<file path="src/hdl/atf_pkg.sv">
// Constants and carrier types shared by the task file register decoder.
package atf_pkg;

	// ------------------------------------------------------------------
	// Register offsets inside the sixteen-slot task file window
	// ------------------------------------------------------------------
	localparam logic [3:0] OFS_DATA     = 4'h0;
	localparam logic [3:0] OFS_ERROR    = 4'h1;
	localparam logic [3:0] OFS_SCOUNT   = 4'h2;
	localparam logic [3:0] OFS_SNUM     = 4'h3;
	localparam logic [3:0] OFS_CYL_LO   = 4'h4;
	localparam logic [3:0] OFS_CYL_HI   = 4'h5;
	localparam logic [3:0] OFS_DRVHD    = 4'h6;
	localparam logic [3:0] OFS_STATUS   = 4'h7;
	localparam logic [3:0] OFS_DUP_EVEN = 4'h8;
	localparam logic [3:0] OFS_DUP_ODD  = 4'h9;
	localparam logic [3:0] OFS_DUP_ERR  = 4'hd;
	localparam logic [3:0] OFS_ALT      = 4'he;
	localparam logic [3:0] OFS_DRVADR   = 4'hf;

	// ------------------------------------------------------------------
	// Fixed I/O bases for the primary and secondary maps
	// ------------------------------------------------------------------
	localparam logic [9:0] PRI_CMD_BASE = 10'h1f0;
	localparam logic [9:0] PRI_CTL_BASE = 10'h3f6;
	localparam logic [9:0] SEC_CMD_BASE = 10'h170;
	localparam logic [9:0] SEC_CTL_BASE = 10'h376;

	// ------------------------------------------------------------------
	// Field positions and reset values
	// ------------------------------------------------------------------
	localparam int         ERR_ABRT  = 2;
	localparam logic [7:0] ERR_MASK  = 8'hd5;
	localparam int         ST_BSY    = 7;
	localparam int         DH_LBA    = 6;
	localparam int         DH_DRV    = 4;
	localparam int         DC_SRST   = 2;
	localparam int         DC_NIEN   = 1;
	localparam logic [7:0] DC_RESET  = 8'h08;
	localparam logic [7:0] SC_RESET  = 8'h01;
	localparam logic [7:0] SN_RESET  = 8'h01;
	localparam logic [7:0] DH_RESET  = 8'ha0;
	localparam logic [7:0] ZERO_BYTE = 8'h00;

	// ------------------------------------------------------------------
	// Enumerations and carriers
	// ------------------------------------------------------------------
	typedef enum logic [4:0] {
		MODE_MEM    = 5'b0_0001,
		MODE_CONTIG = 5'b0_0010,
		MODE_PRI    = 5'b0_0100,
		MODE_SEC    = 5'b0_1000,
		MODE_IDE    = 5'b1_0000
	} atf_mode_t;

	typedef enum logic [2:0] {
		PH_IDLE  = 3'b001,
		PH_READ  = 3'b010,
		PH_WRITE = 3'b100
	} atf_phase_t;

	typedef enum logic [2:0] {
		LANE_WORD = 3'b001,
		LANE_LOW  = 3'b010,
		LANE_HIGH = 3'b100
	} atf_lane_t;

	typedef struct packed {
		logic        ce1_n;
		logic        ce2_n;
		logic        reg_n;
		logic        oe_n;
		logic        we_n;
		logic        iord_n;
		logic        iowr_n;
		logic [10:0] addr;
		logic [15:0] wdata;
	} atf_pins_t;

	typedef struct packed {
		logic      hit;
		logic [3:0] ofs;
		atf_lane_t lane;
	} atf_sel_t;

	typedef struct packed {
		logic [7:0] sc;
		logic [7:0] sn;
		logic [7:0] cl;
		logic [7:0] ch;
		logic [7:0] dh;
	} atf_tf_t;

	typedef struct packed {
		logic bsy;
		logic rdy;
		logic dwf;
		logic drq;
		logic corr;
		logic err;
	} atf_core_stat_t;

	typedef struct packed {
		logic [15:0] data;
		atf_lane_t   lane;
	} atf_buf_t;

endpackage : atf_pkg

</file>
<file path="src/hdl/atf_task_file.sv">
// Task file register decoder between the card host pins and the command core.
`timescale 1ns/1ns
module atf_task_file (
	// Clock and reset
	input  wire logic                   core_clk,
	input  wire logic                   reset,
	// Configuration from the same clock domain
	input  wire atf_pkg::atf_mode_t     host_mode,
	input  wire logic                   drive_num,
	// Host pins
	input  wire logic                   ce1_n,
	input  wire logic                   ce2_n,
	input  wire logic                   reg_n,
	input  wire logic                   oe_n,
	input  wire logic                   we_n,
	input  wire logic                   iord_n,
	input  wire logic                   iowr_n,
	input  wire logic [10:0]            host_addr,
	input  wire logic [15:0]            host_din,
	output logic      [15:0]            host_dout,
	output logic                        host_doe,
	// Command core side
	output logic                        cmd_valid,
	output logic      [7:0]             cmd_code,
	output logic      [7:0]             cmd_param,
	output atf_pkg::atf_tf_t            task_file,
	output logic                        lba_mode,
	output logic                        soft_reset,
	output logic                        intrq,
	input  wire atf_pkg::atf_core_stat_t core_stat,
	input  wire logic      [7:0]        core_err_set,
	input  wire logic                   core_irq,
	input  wire logic                   core_tf_load,
	input  wire atf_pkg::atf_tf_t       core_tf,
	// Data buffer side
	input  wire logic      [15:0]       buf_rd_data,
	output logic                        buf_rd_take,
	output atf_pkg::atf_lane_t          buf_rd_lane,
	output logic                        buf_wr_push,
	output atf_pkg::atf_buf_t           buf_wr
);
	import atf_pkg::*;

	// ------------------------------------------------------------------
	// State
	// ------------------------------------------------------------------
	typedef struct packed {
		atf_pins_t  s1;
		atf_pins_t  s2;
		atf_phase_t ph;
		logic [15:0] dout;
		logic       doe;
		atf_tf_t    tf;
		logic [7:0] feat;
		logic [7:0] devctl;
		logic [7:0] err;
		logic [7:0] cmd;
		logic       cmd_go;
		logic       irq_pend;
		logic       bad_cmd;
		logic       rd_take;
		atf_lane_t  rlane;
		logic       wr_push;
		atf_buf_t   wbuf;
	} atf_state_t;

	atf_state_t q;
	atf_state_t n;
	atf_pins_t  pins_in;
	atf_sel_t   sel;
	logic       rd_act;
	logic       wr_act;
	logic [7:0] status_byte;
	logic [7:0] drvadr_byte;
	logic [7:0] rd_byte;
	logic [15:0] rd_word;
	logic [7:0] wr_byte;
	logic       is_data;

	// ------------------------------------------------------------------
	// Functions
	// ------------------------------------------------------------------
	function automatic logic unmapped(input logic [3:0] ofs);
		unmapped = (ofs == 4'ha) || (ofs == 4'hb) || (ofs == 4'hc);
	endfunction : unmapped

	function automatic logic cmd_known(input logic [7:0] c);
		case (c)
			8'h98, 8'he5, 8'h90, 8'h50, 8'hec, 8'h97, 8'he3, 8'h95, 8'he1,
			8'h91, 8'he4, 8'h22, 8'h23, 8'hc4, 8'h20, 8'h21, 8'h40, 8'h41,
			8'hef, 8'hc6, 8'h99, 8'he6, 8'h96, 8'he2, 8'h94, 8'he0, 8'he8,
			8'h32, 8'h33, 8'hc5, 8'h30, 8'h31, 8'h03, 8'hc0, 8'h87, 8'hf5,
			8'hcd, 8'h38, 8'hff: cmd_known = 1'b1;
			default: cmd_known = (c[7:4] == 4'h1) || (c[7:4] == 4'h7);
		endcase
	endfunction : cmd_known

	function automatic atf_sel_t decode(input atf_mode_t mode, input atf_pins_t p);
		atf_sel_t   s;
		logic       lo;
		logic       hi;
		logic       cmd_hit;
		logic       ctl_hit;
		logic [3:0] a4;
		logic [9:0] cbase;
		logic [9:0] kbase;
		s = '{hit: 1'b0, ofs: OFS_DATA, lane: LANE_LOW};
		lo = ~p.ce1_n;
		hi = ~p.ce2_n;
		cbase = (mode == MODE_PRI) ? PRI_CMD_BASE : SEC_CMD_BASE;
		kbase = (mode == MODE_PRI) ? PRI_CTL_BASE : SEC_CTL_BASE;
		cmd_hit = (p.addr[9:3] == cbase[9:3]);
		ctl_hit = (p.addr[9:1] == kbase[9:1]);
		a4 = p.addr[3:0];
		case (mode)
			MODE_MEM, MODE_CONTIG: begin
				if (mode == MODE_MEM && p.addr[10]) begin
					a4 = {3'b100, p.addr[0]};
				end
				if (lo && hi) begin
					s.ofs = {a4[3:1], 1'b0};
					s.hit = (s.ofs == OFS_DATA) || (s.ofs == OFS_DUP_EVEN);
					s.lane = LANE_WORD;
				end else if (lo) begin
					s.ofs = a4;
					s.hit = !unmapped(a4);
				end else if (hi) begin
					s.ofs = {a4[3:1], 1'b1};
					s.hit = !unmapped(s.ofs);
					s.lane = LANE_HIGH;
				end
			end
			MODE_PRI, MODE_SEC: begin
				a4 = ctl_hit ? {3'b111, p.addr[0]} : {1'b0, p.addr[2:0]};
				if (lo && hi) begin
					s.hit = cmd_hit && (p.addr[2:0] == 3'h0);
					s.lane = LANE_WORD;
				end else if (lo) begin
					s.ofs = a4;
					s.hit = cmd_hit || ctl_hit;
				end else if (hi) begin
					s.ofs = {a4[3:1], 1'b1};
					s.hit = cmd_hit || ctl_hit;
					s.lane = LANE_HIGH;
				end
			end
			MODE_IDE: begin
				if (lo && !hi) begin
					s.ofs = {1'b0, p.addr[2:0]};
					s.hit = 1'b1;
					s.lane = (p.addr[2:0] == 3'h0) ? LANE_WORD : LANE_LOW;
				end else if (hi && !lo) begin
					s.ofs = {3'b111, p.addr[0]};
					s.hit = (p.addr[2:1] == 2'b11);
				end
			end
			default: s.hit = 1'b0;
		endcase
		return s;
	endfunction : decode

	// ------------------------------------------------------------------
	// Decode and read data
	// ------------------------------------------------------------------
	// Address, data and strobes share one synchroniser depth so they stay aligned.
	assign pins_in = '{ce1_n: ce1_n, ce2_n: ce2_n, reg_n: reg_n, oe_n: oe_n, we_n: we_n,
		iord_n: iord_n, iowr_n: iowr_n, addr: host_addr, wdata: host_din};

	always_comb begin
		sel = decode(host_mode, q.s2);
		if (host_mode == MODE_MEM) begin
			rd_act = !q.s2.oe_n && q.s2.reg_n;
			wr_act = !q.s2.we_n && q.s2.reg_n;
		end else begin
			rd_act = !q.s2.iord_n && !q.s2.reg_n;
			wr_act = !q.s2.iowr_n && !q.s2.reg_n;
		end
		is_data = (sel.ofs == OFS_DATA) || (sel.ofs == OFS_DUP_EVEN) ||
			(sel.ofs == OFS_DUP_ODD);
		status_byte = {core_stat.bsy | q.devctl[DC_SRST], core_stat.rdy, core_stat.dwf, 1'b1,
			core_stat.drq, core_stat.corr, 1'b0, core_stat.err | q.bad_cmd};
		drvadr_byte = {2'b11, ~q.tf.dh[3:0], ~q.tf.dh[DH_DRV], q.tf.dh[DH_DRV]};
		wr_byte = (sel.lane == LANE_HIGH) ? q.s2.wdata[15:8] : q.s2.wdata[7:0];
		case (sel.ofs)
			OFS_ERROR, OFS_DUP_ERR: rd_byte = q.err & ERR_MASK;
			OFS_SCOUNT:             rd_byte = q.tf.sc;
			OFS_SNUM:               rd_byte = q.tf.sn;
			OFS_CYL_LO:             rd_byte = q.tf.cl;
			OFS_CYL_HI:             rd_byte = q.tf.ch;
			OFS_DRVHD:              rd_byte = q.tf.dh;
			OFS_STATUS, OFS_ALT:    rd_byte = status_byte;
			OFS_DRVADR:             rd_byte = drvadr_byte;
			default:                rd_byte = buf_rd_data[7:0];
		endcase
		if (sel.lane == LANE_WORD) begin
			rd_word = buf_rd_data;
		end else if (sel.lane == LANE_HIGH) begin
			rd_word = {rd_byte, ZERO_BYTE};
		end else begin
			rd_word = {ZERO_BYTE, rd_byte};
		end
	end

	// ------------------------------------------------------------------
	// Next state
	// ------------------------------------------------------------------
	always_comb begin
		n = q;
		n.s1 = pins_in;
		n.s2 = q.s1;
		n.cmd_go = 1'b0;
		n.rd_take = 1'b0;
		n.wr_push = 1'b0;
		case (q.ph)
			PH_IDLE: begin
				if (rd_act && sel.hit) begin
					n.ph = PH_READ;
					n.doe = 1'b1;
					n.dout = rd_word;
					if (is_data) begin
						n.rd_take = 1'b1;
						n.rlane = sel.lane;
					end
					if (sel.ofs == OFS_STATUS) begin
						n.irq_pend = 1'b0;
					end
				end else if (wr_act && sel.hit) begin
					n.ph = PH_WRITE;
					case (sel.ofs)
						OFS_DATA, OFS_DUP_EVEN, OFS_DUP_ODD: begin
							n.wr_push = 1'b1;
							n.wbuf = '{data: q.s2.wdata, lane: sel.lane};
						end
						OFS_ERROR, OFS_DUP_ERR: n.feat = wr_byte;
						OFS_SCOUNT: n.tf.sc = wr_byte;
						OFS_SNUM:   n.tf.sn = wr_byte;
						OFS_CYL_LO: n.tf.cl = wr_byte;
						OFS_CYL_HI: n.tf.ch = wr_byte;
						OFS_DRVHD:  n.tf.dh = wr_byte;
						OFS_STATUS: begin
							if (q.tf.dh[DH_DRV] == drive_num) begin
								n.err = ZERO_BYTE;
								if (cmd_known(wr_byte)) begin
									n.cmd_go = 1'b1;
									n.cmd = wr_byte;
									n.bad_cmd = 1'b0;
								end else begin
									n.err[ERR_ABRT] = 1'b1;
									n.bad_cmd = 1'b1;
									n.irq_pend = 1'b1;
								end
							end
						end
						OFS_ALT: n.devctl = wr_byte;
						default: n.ph = PH_WRITE;
					endcase
				end
			end
			PH_READ: begin
				if (!rd_act) begin
					n.ph = PH_IDLE;
					n.doe = 1'b0;
				end
			end
			PH_WRITE: begin
				if (!wr_act) begin
					n.ph = PH_IDLE;
				end
			end
			default: begin
				n.ph = PH_IDLE;
				n.doe = 1'b0;
			end
		endcase
		if (core_tf_load) begin
			n.tf = core_tf;
		end
		n.err = n.err | (core_err_set & ERR_MASK);
		n.irq_pend = n.irq_pend | core_irq;
		// The new control value is used so the first soft reset cycle already drops the request.
		if (n.devctl[DC_SRST]) begin
			n.irq_pend = 1'b0;
			n.bad_cmd = 1'b0;
		end
	end

	always_ff @(posedge core_clk) begin
		if (reset) begin
			q <= '{s1: '1, s2: '1, ph: PH_IDLE, dout: 16'h0000, doe: 1'b0,
				tf: '{sc: SC_RESET, sn: SN_RESET, cl: ZERO_BYTE, ch: ZERO_BYTE, dh: DH_RESET},
				feat: ZERO_BYTE, devctl: DC_RESET, err: ZERO_BYTE, cmd: ZERO_BYTE,
				cmd_go: 1'b0, irq_pend: 1'b0, bad_cmd: 1'b0, rd_take: 1'b0,
				rlane: LANE_LOW, wr_push: 1'b0, wbuf: '{data: 16'h0000, lane: LANE_LOW}};
		end else begin
			q <= n;
		end
	end

	// ------------------------------------------------------------------
	// Outputs
	// ------------------------------------------------------------------
	assign host_dout   = q.dout;
	assign host_doe    = q.doe;
	assign cmd_valid   = q.cmd_go;
	assign cmd_code    = q.cmd;
	assign cmd_param   = q.feat;
	assign task_file   = q.tf;
	assign lba_mode    = q.tf.dh[DH_LBA];
	assign soft_reset  = q.devctl[DC_SRST];
	assign intrq       = q.irq_pend && !q.devctl[DC_NIEN];
	assign buf_rd_take = q.rd_take;
	assign buf_rd_lane = q.rlane;
	assign buf_wr_push = q.wr_push;
	assign buf_wr      = q.wbuf;

	// ------------------------------------------------------------------
	// Checks
	// ------------------------------------------------------------------
	status_read_clear_a: assert property (@(posedge core_clk) disable iff (reset)
		(q.ph == PH_IDLE && rd_act && sel.hit && sel.ofs == OFS_STATUS && !core_irq
		&& !core_tf_load) |=> !q.irq_pend)
		else $error("Status read left the interrupt pending.");

	alt_read_keep_a: assert property (@(posedge core_clk) disable iff (reset)
		(q.ph == PH_IDLE && rd_act && sel.hit && sel.ofs == OFS_ALT && q.irq_pend
		&& !q.devctl[DC_SRST]) |=> q.irq_pend)
		else $error("Alternate status read cleared the interrupt.");

	drive_mismatch_a: assert property (@(posedge core_clk) disable iff (reset)
		(q.ph == PH_IDLE && wr_act && sel.hit && sel.ofs == OFS_STATUS
		&& q.tf.dh[DH_DRV] != drive_num) |=> !q.cmd_go)
		else $error("Command accepted for the other drive.");

	bad_cmd_abort_a: assert property (@(posedge core_clk) disable iff (reset)
		(q.ph == PH_IDLE && wr_act && !rd_act && sel.hit && sel.ofs == OFS_STATUS
		&& q.tf.dh[DH_DRV] == drive_num && !cmd_known(wr_byte))
		|=> q.err[ERR_ABRT] && !q.cmd_go ##1 !q.cmd_go)
		else $error("Unknown command not aborted.");

	err_reserved_zero_a: assert property (@(posedge core_clk) disable iff (reset)
		(q.ph == PH_READ && sel.ofs == OFS_ERROR && sel.lane == LANE_LOW)
		|-> (q.dout[5] == 1'b0 && q.dout[3] == 1'b0 && q.dout[1] == 1'b0))
		else $error("Reserved error bit read as one.");

	unmapped_quiet_a: assert property (@(posedge core_clk) disable iff (reset)
		(q.ph == PH_IDLE && !sel.hit) |=> !q.doe && !q.wr_push && !q.cmd_go)
		else $error("Unselected access drove the bus or wrote.");

	ide_ctl_hiz_a: assert property (@(posedge core_clk) disable iff (reset)
		(host_mode == MODE_IDE && q.s2.ce1_n && (q.s2.ce2_n || q.s2.addr[2:1] != 2'b11))
		|-> !sel.hit)
		else $error("IDE control block answered outside its slots.");

	data_take_once_a: assert property (@(posedge core_clk) disable iff (reset)
		(q.ph == PH_IDLE && rd_act && sel.hit && is_data) |=> q.rd_take ##1 !q.rd_take)
		else $error("Data read did not advance the buffer exactly once.");

	srst_busy_a: assert property (@(posedge core_clk) disable iff (reset)
		q.devctl[DC_SRST] |-> status_byte[ST_BSY] && !intrq)
		else $error("Soft reset without busy or with interrupt.");

	read_drive_a: assert property (@(posedge core_clk) disable iff (reset)
		(q.ph == PH_IDLE && rd_act && sel.hit) |=> q.doe ##1 (q.doe || !$past(rd_act)))
		else $error("Selected read did not drive the bus.");

endmodule : atf_task_file

</file>
<file path="config.mk">
export PLATFORM = sky130hd
export DESIGN_NAME = atf_task_file
export DESIGN_NICKNAME = d
export VERILOG_FILES = /design/src/hdl/atf_pkg.sv /design/src/hdl/atf_task_file.sv
export SDC_FILE = /design/constraint.sdc
export NUM_CORES = 1
export LEC_CHECK = 0
export ABC_AREA = 1
export BUFFER_PORTS_ARGS = -buffer_cell sky130_fd_sc_hd__buf_2
export CORE_UTILIZATION = 59
export DETAILED_ROUTE_END_ITERATION = 16
export GPL_TIMING_DRIVEN = 0
export PLACE_DENSITY_LB_ADDON = 0.1
export SYNTH_ARGS = -nofsm -noshare
export SYNTH_HDL_FRONTEND = slang
export SYNTH_SLANG_ARGS = --single-unit
export TNS_END_PERCENT = 1
</file>
<file path="constraint.sdc">
create_clock -name core_clk -period 6.85 [get_ports core_clk]
set_clock_uncertainty 0.1 [all_clocks]
set_input_delay 0.3425 -clock core_clk [delete_from_list [all_inputs] [get_ports core_clk]]
set_output_delay 0.3425 -clock core_clk [all_outputs]
set_load 0.005 [all_outputs]
</file>
==> results of run 1 <==
## path summary, 6_finish.rpt
kind                                  start          to  depth (start not counted)
worst min-delay path            host_din[4]      n[123]                          2
worst max-delay path                 q[151]  buf_wr[18]                         15
worst max register to register       q[151]  buf_wr[18]                         15
worst min register to register       n[143]      q[143]                          1
## layer usage
metal / wire length, um / up-vias / track usage / share of wire
li1: - / 4458 / - / -
met1: 11550 / 4172 / 0.4615 / 0.43
met2: 12330 / 502 / 0.5544 / 0.46
met3: 2413 / 65 / 0.05353 / 0.089
met4: 758 / 0 / 0.1254 / 0.028
met5: 0 / - / 0 / 0
## through the flow
step | worst slack, ns | cells | power, W
global route | 3.791 | 1709 | 0.002466
CTS | 4.044 | 1708 | 0.002375
detailed placement | 3.920 | 1646 | 0.001418
global placement | 3.927 | 1646 | 0.001412
floorplan | 4.608 | 1248 | 0.001313
finish | 3.934 | 1709 | 0.002385
## worst max-delay path: stages (launching register included)
cell and delay [ns]:
dfxtp_1 0.47, nand2_1 0.20, nand2_2 0.14, nand2_1 0.11, nor2_1 0.11, nand3b_1 0.15, nand2_1 0.09, nor2_1 0.05
nand2_2 0.08, nand2_2 0.11, inv_2 0.12, nand2_2 0.11, nor2_1 0.24, clkinv_1 0.39, nor2_1 0.27, nor2_1 0.08
## kinds of logic after synthesis
family                    after synthesis  synth area share
and+or+nand+nor                       616            0.3219
AOI/OAI and AO/OA                     207            0.1371
DFF                                   178            0.3912
xor gates and xnor gates                1         0.0009616
buffers and inverters                 246            0.1489
## layout make-up
class | instances | share of cell area
Multi-Input combinational cell | 824 | 0.3712
Sequential cell | 178 | 0.3157
Timing Repair Buffer | 240 | 0.1197
Buffer | 141 | 0.08524
Clock buffer | 17 | 0.03769
Inverter | 105 | 0.03491
Tap cell | 188 | 0.02084
Clock inverter | 15 | 0.01452
Antenna cell | 1 | 0.0002217
## registers in the layout, indices dropped and copies added, names as in the netlist
signal,cells
lba_mode,1
buf_rd_lane,3
q,45
buf_rd_take,1
buf_wr_push,1
task_file,39
cmd_code,8
host_dout,16
buf_wr,19
cmd_valid,1
soft_reset,1
host_doe,1
cmd_param,8
n,34
## what timing repair did
action                    in CTS  in global routing
hold buffers                  30                  0
hold endpoints to repair      30                  0
gates resized for setup        0                  0
## cells in the final DEF (no fill, tap or decap), drive strengths merged
master | Yosys | layout
dfxtp | 178 | 178
and2 | 1 | 1
nand2 | 262 | 262
diode | 0 | 1
o211ai | 27 | 27
a221oi | 1 | 1
or2 | 78 | 78
nor3b | 1 | 1
clkbuf | 23 | 40
a21oi | 97 | 97
buf | 118 | 328
nand4 | 8 | 8
clkinv | 1 | 9
dlygate4sd3 | 0 | 30
nand3b | 12 | 12
a211oi | 10 | 10
inv | 104 | 111
nor3 | 6 | 6
o21a | 1 | 1
nor2 | 144 | 144
nand3 | 104 | 104
o21ai | 70 | 70
a21boi | 1 | 1
xor2 | 1 | 1
## where the power goes
group	internal (W)	leakage, nW	switching [W]
Clock	0.000489	0.291	0.000474
Combinational	0.000133	4.03	0.000186
Sequential	0.00107	1.46	0.0000282
==> metrics.md, run 1 <==
| Metric | Value |
|---|---|
| Final critical-path required period | `roughly 2.9 ns` |
| Row count | `45` |
| Count of buffers inserted at the top-level ports | `210` |
| Count of unique library cells instantiated by Yosys | `40` |
| Final standard cell utilization of the core | `0.7453` |
| Setup crit end kind | `flip-flop` |
| Critical path class | `reg2reg` |
| Cell type with the largest total area after synthesis | `dfxtp_1` |
| Worst-path fanout max | `9` |
| Signal arrival time at the worst endpoint | `roughly 3.1 ns` |
| FMAX | `~340 MHz` |
| Post-Route Setup TNS | `0 ns` |
| Worst EP required | `approximately 7.1 ns` |
| Drt wl/cell | `around 16 um` |
| CTS tree | `built` |
| Clock-pin slew reported for the worst setup and hold paths after clock tree synthesis | `approximately 0.070 ns` |
| Vertical die dimension | `approximately 130 um` |
| Fraction of registers with async set or reset after synthesis | `0` |
| Core area | `approximately 0.015 mm^2` |
| Final Instance Area | `0.01129 mm^2` |
| Fillcell total | `about 1,200` |
| Dominant register cell in the synthesized netlist | `dfxtp_1` |
| #FFs+latches synth | `around 180` |
| Result of the run | `completed` |
| Leakage | `5.786 nW` |
| Die Outline Area | `0.01594 mm^2` |
| Antenna violations before repair | `1` |
| Pin count of the biggest net entering global routing | `20` |
| First-pass GRT wire length | `about 42,000 um` |
| Total clock sinks | `around 180` |
| Max-slew violations | `0` |
| NumNets Final | `around 1,600` |
| Fin crit share | `0.4256` |
| Mean number of vias per cell | `between 5 and 6` |
| Number of enable-type register cells in the synthesized netlist | `0` |
| Gpl congestion | `about 1.0` |
| Seq/Total Area, Yosys | `0.3912` |
| H-tree Lvls | `4` |
| WHS | `~0.0052 ns` |
| Clock latency at the later pin of the worst-skew pair | `approximately 0.44 ns` |
| HPWL reported at the end of detailed placement | `slightly below 20,000 um` |
| Longest Clk Path Bufs | `2` |
| Total I/O pin count | `215` |
| Synth Instances | `between 1,000 and 1,500` |
| Clock buffers created by TritonCTS | `17` |
| Starting DRC count in detailed routing | `about 940` |
| Worst IR drop on VDD | `roughly 0.24 mV` |
| Slew HR | `0.3331` |
| Most instantiated library cell after synthesis | `nand2_1` |
| Startpoint type of the worst setup path | `flip-flop` |
| Total iterations of the first detailed-routing run | `5` |
| Multi-input logic area | `roughly 0.0042 mm^2` |
| Total via count in the routed design | `~9,200` |
| Footprint of the flip-flops and latches | `about 0.0036 mm^2` |
| Worst hold-check path type | `in2reg` |
| Setup slack of the worst register-to-register path | `about 3.9 ns` |
| Root Buffer | `clkbuf_16` |
| Count of synthesis-stage warnings from yosys | `0` |
| Combined area of all synthesized cells | `between 0.009 and 0.01 mm^2` |
| Total count of hold-check failures in the final report | `0` |
| Commonest cells in the synthesized netlist | `nand2_1 (236), dfxtp_1 (178), nor2_1 (127)` |
| Number of DRC violations after detailed routing | `0` |
| Area growth syn-to-layout | `23.91%` |
| Global route total overflow | `0` |
| Global router's overall resource usage | `0.3424` |
| Wire length reported by the detailed router | `27,050 um` |
| Post-CTS Setup Repair Bufs | `0` |
| Share of final-layout standard cells stronger than drive strength 1 | `0.3414` |
| Final setup vio count | `0` |
| Total cell area at the placement stage | `just over 0.01 mm^2` |
| Syn nets | `approximately 1,400` |
| Cell types occupying the most area after synthesis | `dfxtp_1 (39%), nand2_1 (9.7%), buf_4 (8.1%)` |
| Pwr/cell area | `between 200 and 250 mW/mm^2` |
| Number of max-cap violations | `0` |
| Post-synth top area share | `0.3912` |
| Slew at the pin closest to its max-slew limit | `approximately 0.99 ns` |
| Via count of the first global-routing pass | `just over 8,000` |
| RSZ-0062 raised after global routing | `false` |
| Syn avg cell area | `~7.3 um^2` |
| Antenna-violating nets left | `0` |
| Starting utilization of the core area | `0.6015` |
| Die Width | `126.3 um` |
(Power assumes the default switching activity.)
==> inputs of run 2 (changes only) <==
CORE_UTILIZATION = 54   (was 59)
clock period = 3 ns   (was 6.85 ns; I/O delays follow)
==> metrics.md, run 2 (synthesis gave the netlist of run 1 again) <==
| Metric | Value |
|---|---|
| Pwr/cell area | `463.6 mW/mm^2 (+120%)` |
| Area growth syn-to-layout | `31.99%` |
| Pin count of the biggest net entering global routing | `21 (+5.0%)` |
| Total I/O pin count | `215 (unchanged)` |
| Critical path class | `reg2reg` |
| Mean number of vias per cell | `5.151 (-4.3%)` |
| Result of the run | `completed` |
| Die Width | `131.9 um (+4.5%)` |
| Power Total | `0.005574 W (+130%)` |
| Share of final-layout standard cells stronger than drive strength 1 | `0.3279 (-0.01358)` |
| Clock buffers created by TritonCTS | `17 (unchanged)` |
| Die Outline Area | `0.01739 mm^2 (+9.1%)` |
| Startpoint of the tightest hold check path | `core_stat[2]` |
| Longest Clk Path Bufs | `2 (unchanged)` |
| Max-slew violations | `0 (unchanged)` |
| Number of max-cap violations | `0 (unchanged)` |
| Clock-pin slew reported for the worst setup and hold paths after clock tree synthesis | `0.07 ns (about the same)` |
| H-tree Lvls | `4 (unchanged)` |
| Slew at the pin closest to its max-slew limit | `0.9084 ns (-0.08529 ns)` |
| Slew HR | `0.3903 (+0.05724)` |
| Core area | `0.01652 mm^2 (+9.1%)` |
| Signal arrival time at the worst endpoint | `3.04 ns (-0.10 ns)` |
| Fin crit share | `0.9357 (+0.5101)` |
| RSZ-0062 raised after global routing | `true` |
| Cell depth of the worst min-delay path | `5 (+3)` |
| NumNets Final | `1,687 (+4.1%)` |
| Total iterations of the first detailed-routing run | `5 (unchanged)` |
| Leakage | `6.071 nW (+4.9%)` |
| Global router's overall resource usage | `0.3213 (-0.02105)` |
| FMAX | `356.2 MHz (+3.9%)` |
| Post-CTS Setup Repair Bufs | `0 (unchanged)` |
| Total clock sinks | `178 (unchanged)` |
| Crit path setup slack, layout | `0.1929 ns (-3.741 ns)` |
| Footprint of the flip-flops and latches | `0.003563 mm^2 (unchanged)` |
| Final critical-path required period | `2.807 ns (-0.1085 ns)` |
| Clock latency at the later pin of the worst-skew pair | `0.44 ns (about the same)` |
| Startpoint type of the worst setup path | `flip-flop` |
| First-pass GRT wire length | `43,590 um (+3.3%)` |
| Setup crit end kind | `flip-flop` |
| Post-place setup slack | `0.2586 ns (-3.661 ns)` |
| Leading cell type in the layout, fill and taps excluded | `nand2_1` |
| Origin of the critical flop-to-flop path | `q[152]` |
| Path depth of the worst reg2reg path | `18 (+3)` |
| Worst hold-check path type | `in2reg` |
| Worst IR drop on VDD | `0.3887 mV (+61%)` |
| Worst-path fanout max | `10 (+1)` |
| Register bank with the most flops | `q` |
| Number of DRC violations after detailed routing | `0 (unchanged)` |
| Total via count in the routed design | `9,308 (+1.2%)` |
| Total count of hold-check failures in the final report | `0 (unchanged)` |
| WHS | `0.1070 ns (+0.1018 ns)` |
| Drt wl/cell | `15.40 um (-2.7%)` |
| First element of the critical path | `q[152]` |
| Fillcell total | `1,353 (+12%)` |
| Count of buffers inserted at the top-level ports | `210 (unchanged)` |
| Gpl congestion | `0.9447 (-5.4%)` |
| Vertical die dimension | `131.9 um (+4.5%)` |
| Multi-input logic area | `0.004195 mm^2 (+0.12%)` |
| Flip-flop count of the largest register, all copies and words added | `45 (unchanged)` |
| Wire length reported by the detailed router | `27,830 um (+2.9%)` |
| Via count of the first global-routing pass | `8,518 (+3.1%)` |
| Final setup vio count | `0 (unchanged)` |
| Row count | `47 (+4.4%)` |
| Antenna violations before repair | `1 (unchanged)` |
| Starting DRC count in detailed routing | `684 (-27%)` |
| HPWL reported at the end of detailed placement | `19,900 um (+1.7%)` |
| Starting utilization of the core area | `0.5513 (-0.05019)` |
| Antenna-violating nets left | `0 (unchanged)` |
| Post-Route Setup TNS | `0 ns (unchanged)` |
| Root Buffer | `clkbuf_16` |
| Global route total overflow | `0 (unchanged)` |
| CTS tree | `built` |
| Highest-count cells in the layout ignoring fill and taps | `nand2_1 (236), buf_2 (220), dfxtp_1 (178)` |
| Worst EP required | `3.23 ns (-3.85 ns)` |
==> run 2: cell count changes in the layout (fill, tap and decap cells not counted), moves of 2 or more <==
cell           before  now
dlygate4sd3_1      30   96
clkinv_2            2    0
clkinv_8            4    6
inv_8               4    2
==> run 2: cell type report <==
class	instances	area share
buffer	141	0.08002
clock buffer	18	0.03652
antenna	1	0.0002081
timing repair buffer	306	0.1673
inverter	105	0.03278
multi-input combinational	824	0.3489
clock inverter	14	0.01498
sequential	178	0.2964
tap	220	0.02289
==> run 2: worst paths after layout <==
path | to | slack (ns)
setup / recovery | cmd_code[6] | 0.19
hold reg to reg | q[147] | 0.31
setup reg to reg | cmd_code[6] | 0.19
hold / removal | host_dout[3] | 0.11
==> run 2: routing by layer <==
metal / vias to the layer above / track usage / routed length (um)
met1: 4221 / 0.4303 / 12170
li1: 4585 / - / -
met2: 430 / 0.5068 / 12530
met4: 0 / 0.1234 / 907
met5: - / 0 / 0
met3: 72 / 0.06844 / 2217
==> run 2: timing repair <==
item | in CTS | in global routing
hold endpoints to repair | 96 | 0
hold buffers | 96 | 0
resized for setup | 0 | 2
endpoints found under the setup margin | 0 | 10
==> run 2: metrics by stage <==
stage               instance area, um^2    util  std cells
floorplan                          9110       -       1248
global placement                  10440  0.6316       1678
detailed placement                10440  0.6316       1678
CTS                               12020  0.7272       1806
global route                      12020  0.7276       1807
finish                            12020  0.7276       1807
==> run 2: critical path, stage by stage (launching register included) <==
cell and delay, ns:
dfxtp_1 0.36, inv_1 0.10, nor2_4 0.13, buf_6 0.16, nand3_2 0.11, buf_6 0.16, nand3_1 0.06, nand2_1 0.25
nand2_1 0.26, nor2_1 0.09, nand2_1 0.08, nand2_1 0.06, nor2_1 0.11, nand2_1 0.07, nor2_2 0.11, nand3_2 0.11
buf_4 0.19, a21oi_1 0.12, nor2_1 0.05
==> run 2: where the power goes <==
part,switching [W],internal [W]
Clock,0.00111,0.00116
Combinational,0.000437,0.000359
Sequential,0.0000630,0.00245
Total,0.00161,0.00397
